<file path="config.mk">
export PLATFORM = sky130hd
export DESIGN_NAME = drive_host_port
export DESIGN_NICKNAME = d
export VERILOG_FILES = /design/src/logic/word_fifo.v /design/src/logic/drive_host_port.v
export VERILOG_INCLUDE_DIRS = /design/src /design/src/inc
export SDC_FILE = /design/constraint.sdc
export NUM_CORES = 1
export LEC_CHECK = 0
export ABC_CLOCK_PERIOD_IN_PS = 2800
export BUFFER_PORTS_ARGS = -buffer_cell sky130_fd_sc_hd__buf_2
export CORE_MARGIN = 4
export CORE_UTILIZATION = 50
export DETAILED_ROUTE_END_ITERATION = 16
export MAX_ROUTING_LAYER = met4
export PLACE_DENSITY = 0.72
export SYNTH_ARGS = -nofsm -noshare
export SYNTH_HDL_FRONTEND = slang
export SYNTH_SLANG_ARGS = --single-unit
</file>
<file path="constraint.sdc">
create_clock -name CLK -period 2.8 [get_ports CLK]
set_input_delay 0.14 -clock CLK [delete_from_list [all_inputs] [get_ports CLK]]
set_output_delay 0.14 -clock CLK [all_outputs]
set_load 0.02 [all_outputs]
</file>
<file path="src/inc/hport_defs.vh">
// Constants for the drive side of the parallel host port
`ifndef HPORT_DEFS_VH
`define HPORT_DEFS_VH
// ----------------------------------------------------------------
// Bus widths
// ----------------------------------------------------------------
`define DATA_W        16
`define BYTE_W        8
`define ADDR_W        3
`define FIFO_DEPTH    32
`define FIFO_AW       5
// ----------------------------------------------------------------
// Register map (index = {cs1 block, address})
// ----------------------------------------------------------------
`define CMD_BLOCK     1'b0
`define CTL_BLOCK     1'b1
`define REG_DATA      3'h0
`define REG_ALTSTAT   3'h6
// ----------------------------------------------------------------
// Timing
// ----------------------------------------------------------------
`define CLK_NS        10
`define WAIT_NS       60
`define WAIT_CYC      ((`WAIT_NS + `CLK_NS - 1) / `CLK_NS)
`define DASP_NS       20000
`define DASP_CYC      ((`DASP_NS) / `CLK_NS)
`endif

</file>
<file path="src/logic/word_fifo.v">
// Word FIFO between the drive's data path and the host port
`timescale 1ns/1ns
module word_fifo #(
   parameter WIDTH = 16,
   parameter DEPTH = 32,
   parameter AW    = 5
) (
   input  wire             clk,
   input  wire             rst_n,
   input  wire             ce,
   input  wire             in_valid,
   output wire             in_ready,
   input  wire [WIDTH-1:0] in_data,
   output wire             out_valid,
   input  wire             out_ready,
   output wire [WIDTH-1:0] out_data
);
   reg [WIDTH-1:0] mem_r [0:DEPTH-1];
   reg [AW-1:0]    wp_r;
   reg [AW-1:0]    rp_r;
   reg [AW:0]      cnt_r;
   wire            push;
   wire            pop;
   assign in_ready  = (cnt_r != DEPTH[AW:0]);
   assign out_valid = (cnt_r != {(AW+1){1'b0}});
   assign out_data  = mem_r[rp_r];
   assign push      = in_valid & in_ready;
   assign pop       = out_valid & out_ready;
   always @(posedge clk) begin
      if (ce && push) begin
         mem_r[wp_r] <= in_data;
      end
   end
   always @(posedge clk or negedge rst_n) begin
      if (!rst_n) begin
         wp_r  <= {AW{1'b0}};
         rp_r  <= {AW{1'b0}};
         cnt_r <= {(AW+1){1'b0}};
      end else if (ce) begin
         if (push) begin
            wp_r <= wp_r + 1'b1;
         end
         if (pop) begin
            rp_r <= rp_r + 1'b1;
         end
         if (push && !pop) begin
            cnt_r <= cnt_r + 1'b1;
         end else if (pop && !push) begin
            cnt_r <= cnt_r - 1'b1;
         end
      end
   end
endmodule

</file>
<file path="src/logic/drive_host_port.v">
// Drive side of a 40-pin parallel host port
//
// Overview of operation
// Sixteen-bit shared data bus; all lines carry payload in data transfers.
// Register and ECC byte accesses use only the low eight data lines.
// Drive raises DMA request when ready to move data; host acknowledge pairs.
// Write strobe rising edge captures the data bus into addressed register.
// Drive drives addressed register while read strobe is low, else floats.
// In UltraDMA the host's read line is its ready or its strobe.
// Drive may hold IORDY low to insert wait states into host cycles.
// In UltraDMA the drive's IORDY line is its ready or its strobe.
// Host asserts DMA acknowledge in answer to the drive's DMA request.
// Drive raises interrupt request whenever it needs host attention.
// Passed-diagnostic driven as slave, only an input as master.
// Host holds reset low at power-up; drive treats it as hardware reset.
// Master or slave role taken from cable select when jumper fitted.
// Host selects one of eight registers with a three-bit address.
// Chip select 0 selects the command block registers.
// Chip select 1 selects the control registers.
// Activity/device-1 line is a time-multiplexed open-collector output.
// Host never asserts both chip selects, nor acknowledge, in register cycles.
`timescale 1ns/1ns
`include "hport_defs.vh"
module drive_host_port #(
   parameter DASP_CYCLES = `DASP_CYC
) (
   input  wire        CLK,
   input  wire        RSTN,
   input  wire        CE,
   input  wire        HRESET_N,
   input  wire [15:0] DD_IN,
   output reg  [15:0] DD_OUT,
   output wire        DD_OE_N,
   input  wire [2:0]  DA,
   input  wire        CS0_N,
   input  wire        CS1_N,
   input  wire        DIOW_N,
   input  wire        DIOR_N,
   output wire        IORDY_OUT,
   output wire        DMARQ,
   input  wire        DMACK_N,
   output wire        INTRQ,
   input  wire        CSEL,
   input  wire        CSEL_JUMPER,
   input  wire        SLAVE_JUMPER,
   input  wire        PDIAG_IN,
   output wire        PDIAG_OUT,
   output wire        PDIAG_OE_N,
   output wire        DASP_OUT,
   output wire        DASP_OE_N,
   input  wire        UDMA_EN,
   input  wire        UDMA_IN,
   input  wire        ATTN,
   input  wire        DIAG_OK,
   input  wire        ACTIVE,
   input  wire        DEV1_PRESENT,
   input  wire        SRC_VALID,
   output wire        SRC_READY,
   input  wire [15:0] SRC_DATA,
   output wire        SINK_VALID,
   output reg  [15:0] SINK_DATA,
   output wire [7:0]  REG_WDATA,
   output wire [3:0]  REG_WADDR,
   output wire        REG_WSTB,
   input  wire [7:0]  REG_RDATA,
   output wire [3:0]  REG_RADDR,
   output wire        PDIAG_SEEN,
   output wire        IS_SLAVE
);
   // ----------------------------------------------------------------
   // Synchronisers for every host pin
   // ----------------------------------------------------------------
   localparam NS = 29;
   wire [NS-1:0] raw = {HRESET_N, DD_IN, DA, CS0_N, CS1_N, DIOW_N, DIOR_N,
                        DMACK_N, CSEL, PDIAG_IN, CSEL_JUMPER, SLAVE_JUMPER};
   reg  [NS-1:0] s1_r;
   reg  [NS-1:0] s2_r;
   always @(posedge CLK or negedge RSTN) begin
      if (!RSTN) begin
         s1_r <= {NS{1'b1}};
         s2_r <= {NS{1'b1}};
      end else if (CE) begin
         s1_r <= raw;
         s2_r <= s1_r;
      end
   end
   wire        hrst_n = s2_r[28];
   wire [15:0] dd     = s2_r[27:12];
   wire [2:0]  da     = s2_r[11:9];
   wire        cs0    = ~s2_r[8];
   wire        cs1    = ~s2_r[7];
   wire        wr     = ~s2_r[6];
   wire        rd     = ~s2_r[5];
   wire        ack    = ~s2_r[4];
   wire        csel   = s2_r[3];
   wire        pdiag  = ~s2_r[2];
   wire        cjmp   = s2_r[1];
   wire        sjmp   = s2_r[0];
   // ----------------------------------------------------------------
   // Strobe history, role, reset
   // ----------------------------------------------------------------
   reg wr_d_r, rd_d_r, slave_r, hr_d_r;
   reg [2:0] da_r;
   reg       blk_r;
   always @(posedge CLK or negedge RSTN) begin
      if (!RSTN) begin
         wr_d_r  <= 1'b0;
         rd_d_r  <= 1'b0;
         slave_r <= 1'b0;
         // Idle level of the synchroniser, so no false release edge
         hr_d_r  <= 1'b1;
         da_r    <= 3'h0;
         blk_r   <= 1'b0;
      end else if (CE) begin
         wr_d_r <= wr;
         rd_d_r <= rd;
         hr_d_r <= hrst_n;
         // Role caught at host reset release, never mid-operation
         if (hrst_n && !hr_d_r) begin
            slave_r <= cjmp ? csel : sjmp;
         end
         // Address held from strobe start so a late DA change cannot tear a write cycle; reads decode the live DA
         if ((wr && !wr_d_r) || (rd && !rd_d_r)) begin
            da_r  <= da;
            blk_r <= cs1 ? `CTL_BLOCK : `CMD_BLOCK;
         end
      end
   end
   assign IS_SLAVE = slave_r;
   function reg_sel;
      input c0;
      input c1;
      input a;
      begin
         reg_sel = (c0 ^ c1) & ~a;
      end
   endfunction
   wire rsel     = reg_sel(cs0, cs1, ack);
   wire wr_rise  = wr_d_r & ~wr & hrst_n;
   wire data_reg = (blk_r == `CMD_BLOCK) && (da_r == `REG_DATA);
   // ----------------------------------------------------------------
   // Register writes and reads
   // ----------------------------------------------------------------
   assign REG_WDATA = dd[7:0];
   assign REG_WADDR = {blk_r, da_r};
   assign REG_WSTB  = CE & wr_rise & reg_sel(cs0, cs1, ack) & ~data_reg;
   assign REG_RADDR = {cs1, da};
   // ----------------------------------------------------------------
   // Data path: PIO data register, DMA and UltraDMA bursts
   // ----------------------------------------------------------------
   wire       dma    = ack & UDMA_EN;
   wire       udma   = dma;
   wire       fo_v;
   wire [15:0] fo_d;
   reg        pop_r;
   reg        push_v_r;
   reg        got_r;
   localparam integer WAIT_LD = `WAIT_CYC;
   reg [`FIFO_AW:0] wait_r;
   reg        dstb_r;
   wire       in_rdy;
   wire       udma_out = udma & ~UDMA_IN;
   wire       udma_in  = udma & UDMA_IN;
   wire       h_edge   = (rd ^ rd_d_r);
   // Outbound words: register read of data reg, DMA read, or UltraDMA in burst
   wire take_out = (rsel & rd & ~rd_d_r & (cs0 && da == `REG_DATA))
                 | (ack & ~UDMA_EN & rd & ~rd_d_r)
                 | (udma_in & rd & wait_r == 0);
   // Inbound words: PIO data write, DMA write rising edge, or HSTROBE edge
   wire take_in  = (wr_rise & rsel & data_reg)
                 | (ack & ~UDMA_EN & wr_rise)
                 | (udma_out & h_edge);
   word_fifo #(.WIDTH(`DATA_W), .DEPTH(`FIFO_DEPTH), .AW(`FIFO_AW)) u_fifo (
      .clk       (CLK),
      .rst_n     (RSTN),
      .ce        (CE),
      .in_valid  (SRC_VALID),
      .in_ready  (SRC_READY),
      .in_data   (SRC_DATA),
      .out_valid (fo_v),
      .out_ready (pop_r),
      .out_data  (fo_d)
   );
   assign in_rdy     = 1'b1;
   assign SINK_VALID = push_v_r;
   always @(posedge CLK or negedge RSTN) begin
      if (!RSTN) begin
         DD_OUT   <= 16'h0000;
         pop_r    <= 1'b0;
         push_v_r <= 1'b0;
         got_r    <= 1'b0;
         SINK_DATA <= 16'h0000;
         wait_r   <= 6'h00;
         dstb_r   <= 1'b1;
      end else if (CE) begin
         pop_r    <= 1'b0;
         push_v_r <= 1'b0;
         // Word already on the bus for this strobe: an empty buffer no longer stalls
         if (!rd) begin
            got_r <= 1'b0;
         end else if (take_out && fo_v) begin
            got_r <= 1'b1;
         end
         if (take_in) begin
            SINK_DATA <= dd;
            push_v_r  <= in_rdy;
         end
         if (rsel && rd && !(cs0 && da == `REG_DATA)) begin
            DD_OUT <= {8'h00, REG_RDATA};
         end else if (take_out && fo_v) begin
            DD_OUT <= fo_d;
            pop_r  <= 1'b1;
            if (udma_in) begin
               dstb_r <= ~dstb_r;
            end
         end
         // Wait states: a short stretch after every taken word
         if (take_out || take_in) begin
            wait_r <= WAIT_LD[`FIFO_AW:0];
         end else if (wait_r != 0) begin
            wait_r <= wait_r - 1'b1;
         end
         if (!udma) begin
            dstb_r <= 1'b1;
         end
      end
   end
   // Read data released the cycle the strobe is seen negated
   assign DD_OE_N = ~((rsel | (ack & ~UDMA_EN) | udma_in) & rd & hrst_n);
   // Empty FIFO in a read also stalls the host: wait state until data is there
   // UltraDMA paces itself with its own ready line, so only DMA and PIO reads wait here
   wire stall = (wait_r != 0)
              | (rd & ~got_r & ((ack & ~UDMA_EN) | (rsel & cs0 & da == `REG_DATA)) & ~fo_v);
   assign IORDY_OUT = udma_in  ? dstb_r :
                      udma_out ? ~stall : ~stall;
   // ----------------------------------------------------------------
   // Request, interrupt, diagnostic, activity
   // ----------------------------------------------------------------
   // Request only when a word can really move in the current direction
   assign DMARQ = hrst_n & (UDMA_IN ? fo_v : in_rdy) & (SRC_VALID | fo_v | ~UDMA_IN);
   assign INTRQ = hrst_n & ATTN;
   assign PDIAG_OUT  = 1'b0;
   assign PDIAG_OE_N = ~(slave_r & DIAG_OK & hrst_n);
   assign PDIAG_SEEN = ~slave_r & pdiag;
   reg [23:0] dasp_cnt_r;
   reg        dasp_ph_r;
   always @(posedge CLK or negedge RSTN) begin
      if (!RSTN) begin
         dasp_cnt_r <= 24'h000000;
         dasp_ph_r  <= 1'b0;
      end else if (CE) begin
         if (dasp_cnt_r >= DASP_CYCLES - 1) begin
            dasp_cnt_r <= 24'h000000;
            dasp_ph_r  <= ~dasp_ph_r;
         end else begin
            dasp_cnt_r <= dasp_cnt_r + 24'h000001;
         end
      end
   end
   // Open collector: only ever pulls low
   assign DASP_OUT  = 1'b0;
   assign DASP_OE_N = ~(dasp_ph_r ? (slave_r & DEV1_PRESENT) : ACTIVE);
endmodule

</file>
==> out/qor.txt <==
area of combinational cells with multiple inputs = 6780 µm²
clock tree from TritonCTS = done
worst hold-check path type = in2reg
gate count after technology mapping = 1453
share of flip-flops with an asynchronous set or reset after synthesis = 0.225
slew of the pin with the lowest slew margin = 898 ps
CP Data Arrival Time = 2670 ps
count of standard-cell rows = 83
Core Box Area = 51800 µm²
total clock buffers created by CTS = 61
Clock Latency Late Sink = 650 ps
Critical Path RT = 2660 ps
Worst-path clk slew = 60 ps
cell total after placement = 2248
die height = 238 µm
worst hold slack = 41.0 ps
H-tree levels = 2
number of synthesized flops with an enable pin = 512
global routing usage summed across all routing layers = 0.214
skew final = 34.1 ps
min cycle time layout = 2810 ps
Antenna diodes = 0
end of the worst register-to-register path = u_fifo.cnt_r[5]
die area = 56500 µm²
number of warnings reported in the yosys synthesis log = 0
final WL = 58400 µm
Pwr Density = 855 nW/µm²
final clock period utilization by the worst path = 1.00
Max Cap Viol = 0
start-to-end type of the worst setup path = reg2out
total number of clock tree sinks = 661
io pins = 124
Critical R2R Launch = u_fifo.cnt_r[3]
maximum buffer depth of the clock tree = 3
footprint of the flip-flops and latches = 19200 µm²
Starting Density = 0.509
static leakage power = 10.8 nW
via count = 14300
area grow syn2layout = 16.5%
remaining routing DRC violations = 0
highest net fanout along the worst path = 2
number of nets at the end of the flow = 1756
final standard cell area without fillers = 30800 µm²
Netlist cell types = 71
slack of the worst reg-to-reg path = 30 ps
Hold Path Origin = SRC_DATA[4]
post-DP HPWL = 36400 µm
fillers = 3703
Root Buffer = sky130_fd_sc_hd__clkbuf_16
maximum number of pins on one net before global-route repair = 80
final weighted congestion in routability-driven placement = 0.837
relative slew slack = 0.399
post-detailed-route count of antenna-violating nets = 0
global-route wire length before repair = 90300 µm
R2R depth = 10
Final setup violation count = 1
number of instances on the worst hold path = 1
sequential fraction of the synthesis area = 0.726
RSZ-0062 raised after global routing = yes
sum of negative setup slack = -12.0 ps
number of pins exceeding their max-slew limit in the final report = 0
number of buffers added on ports = 121
Top FF cell, synth = sky130_fd_sc_hd__edfxtp_1
Congestion Overflow GR = 0
run status = finished, violations left
drt initial violations = 1285
post-synthesis instance area = 26400 µm²
DP Area = 28200 µm²
Fmax = 0.356 GHz
non-filler cells, final = 2411
fraction of layout instances using a drive strength above 1 = 0.330
Setup crit end kind = output port
vias in the first global route = 14800
Avg Synthesized Cell Area = 18.2 µm²
startpoint class of the critical path = register
final critical-path setup slack = -12.0 ps
detail-routed net length per standard cell = 24.2 µm
destination of the worst hold path = u_fifo.mem_r[6][4]
number of vias per cell after detailed routing = 5.95
violated checks = setup timing
#FFs+latches synth = 661
die outline width = 238 µm
count of TritonRoute iterations in the first routing pass = 8
final hold violation count = 0
antenna violations before repair = 0
peak supply drop = 0.648 mV
DP Worst Slack = -0.292 ps
-- repair_timing --
item | CTS | global route
setup buffers | 3 | 2
pin swaps | 4 | 4
hold buffers | 42 | 0
resized for setup | 12 | 6
endpoints found under the hold margin | 206 | 0
setup endpoints to repair | 2 | 22
-- logic make-up after synthesis --
| group | Yosys count | share of synthesized area |
|---|---|---|
| buffers and inverters | 101 | 0.0193 |
| DFF | 661 | 0.726 |
| and+or+nand+nor | 261 | 0.0515 |
| AOI/OAI and AO/OA | 151 | 0.0419 |
| other | 1 | 0.000142 |
| muxes | 243 | 0.147 |
| xor gates and xnor gates | 20 | 0.00664 |
| adders and majority gates | 15 | 0.00739 |
-- cell type report --
class                   count  share of cell area
well taps                 680              0.0277
clock inverters            40              0.0127
inverters                  16             0.00203
clock buffers              76              0.0522
repair buffers            246              0.0613
flip-flops and latches    661               0.624
multi-input cells         692               0.220
-- cells in the mapped netlist, types with 4 or more instances --
cell                        count  share of area
sky130_fd_sc_hd__a211o_1        5         0.0017
sky130_fd_sc_hd__a211oi_1       5         0.0014
sky130_fd_sc_hd__a21boi_0       4         0.0011
sky130_fd_sc_hd__a21oi_1       11         0.0021
sky130_fd_sc_hd__a22o_1        19         0.0063
sky130_fd_sc_hd__a22oi_1       26         0.0074
sky130_fd_sc_hd__a31oi_1       13         0.0031
sky130_fd_sc_hd__and3_1        20         0.0047
sky130_fd_sc_hd__and4_1         4         0.0013
sky130_fd_sc_hd__buf_1          6        0.00085
sky130_fd_sc_hd__buf_2         26         0.0049
sky130_fd_sc_hd__buf_4         20         0.0057
sky130_fd_sc_hd__clkbuf_1      30         0.0043
sky130_fd_sc_hd__dfrtp_1       89          0.084
sky130_fd_sc_hd__dfstp_2       60          0.060
sky130_fd_sc_hd__edfxtp_1     512           0.58
sky130_fd_sc_hd__ha_1          14         0.0066
sky130_fd_sc_hd__inv_1         15         0.0021
sky130_fd_sc_hd__mux2_2        80          0.034
sky130_fd_sc_hd__mux2i_1       55          0.021
sky130_fd_sc_hd__mux4_2       107          0.091
sky130_fd_sc_hd__nand2_1       38         0.0054
sky130_fd_sc_hd__nand2b_1       6         0.0014
sky130_fd_sc_hd__nand3_1       17         0.0032
sky130_fd_sc_hd__nand3b_1       7         0.0020
sky130_fd_sc_hd__nand4_1       10         0.0024
sky130_fd_sc_hd__nor2_1        80          0.011
sky130_fd_sc_hd__nor2b_1       16         0.0038
sky130_fd_sc_hd__nor3_1        22         0.0042
sky130_fd_sc_hd__nor3b_1        5         0.0014
sky130_fd_sc_hd__nor4_1        14         0.0033
sky130_fd_sc_hd__o21ai_0       20         0.0038
sky130_fd_sc_hd__o22ai_1       22         0.0052
sky130_fd_sc_hd__o2bb2ai_1      5         0.0017
sky130_fd_sc_hd__xnor2_1       10         0.0033
sky130_fd_sc_hd__xor2_1        10         0.0033
-- sequential cells by signal, indices dropped and copies added, names as in the netlist, 3 cells and up --
register      count
u_fifo.rp_r       5
u_fifo.mem_r    512
u_fifo.wp_r       5
da_r              3
s1_r             29
s2_r             29
SINK_DATA        16
wait_r            6
u_fifo.cnt_r      6
DD_OUT           16
dasp_cnt_r       24
-- worst max-delay path by stage --
stage                    start               to  slack, ps
2_1_floorplan  u_fifo.cnt_r[2]  u_fifo.cnt_r[4]         10
3_3_place_gp   u_fifo.cnt_r[2]  u_fifo.cnt_r[4]         40
3_5_place_dp   u_fifo.cnt_r[3]  u_fifo.cnt_r[4]       -0.3
4_1_cts        u_fifo.cnt_r[3]        IORDY_OUT        -50
5_1_grt        u_fifo.cnt_r[3]        IORDY_OUT       -100
6_report       u_fifo.cnt_r[3]        IORDY_OUT        -10
-- per-stage QoR --
step	power (mW)	utilization
floorplan	16.2	-
global placement	17.9	0.545
detailed placement	18.1	0.545
CTS	26.5	0.593
global route	27.5	0.594
finish	26.3	0.594
-- where the power goes --
| part | internal (mW) | switching (mW) |
|---|---|---|
| clock | 4.64 | 3.63 |
| combinational | 2.81 | 3.14 |
| sequential | 11.4 | 0.652 |
| total | 18.9 | 7.42 |
-- cells in the final DEF, fill, tap and decap left out, drive strengths merged, types with 5 or more instances in the layout --
cell	instances
edfxtp	512
buf	204
mux4	107
dfrtp	89
mux2	81
nor2	81
clkbuf	76
dfstp	60
mux2i	55
dlygate4sd3	42
nand2	38
clkinv	27
a22oi	26
nor3	22
o22ai	22
and3	20
o21ai	20
a22o	19
nand3	17
inv	17
nor2b	16
nor4	15
ha	14
a31oi	13
a21oi	11
xor2	10
nand4	10
xnor2	10
nand3b	7
nand2b	6
bufinv	6
clkinvlp	6
nor3b	5
a211o	5
o2bb2ai	5
a211oi	5
-- metal layers --
metal,track usage,vias to the layer above,part of all wire
li1,-,6248,-
met1,0.293,7417,0.42
met2,0.342,586,0.50
met3,0.0325,93,0.065
met4,0.0561,0,0.023
met5,-,-,0
-- worst max-delay path, cell delays in order, from the launching register on --
cell	delay [ps]
sky130_fd_sc_hd__dfrtp_1	380
sky130_fd_sc_hd__or4_4	540
sky130_fd_sc_hd__or3_4	420
sky130_fd_sc_hd__buf_8	130
sky130_fd_sc_hd__nor4_4	150
sky130_fd_sc_hd__a211oi_2	50
sky130_fd_sc_hd__a31o_2	240
sky130_fd_sc_hd__buf_6	130
(Power assumes the default switching activity.)
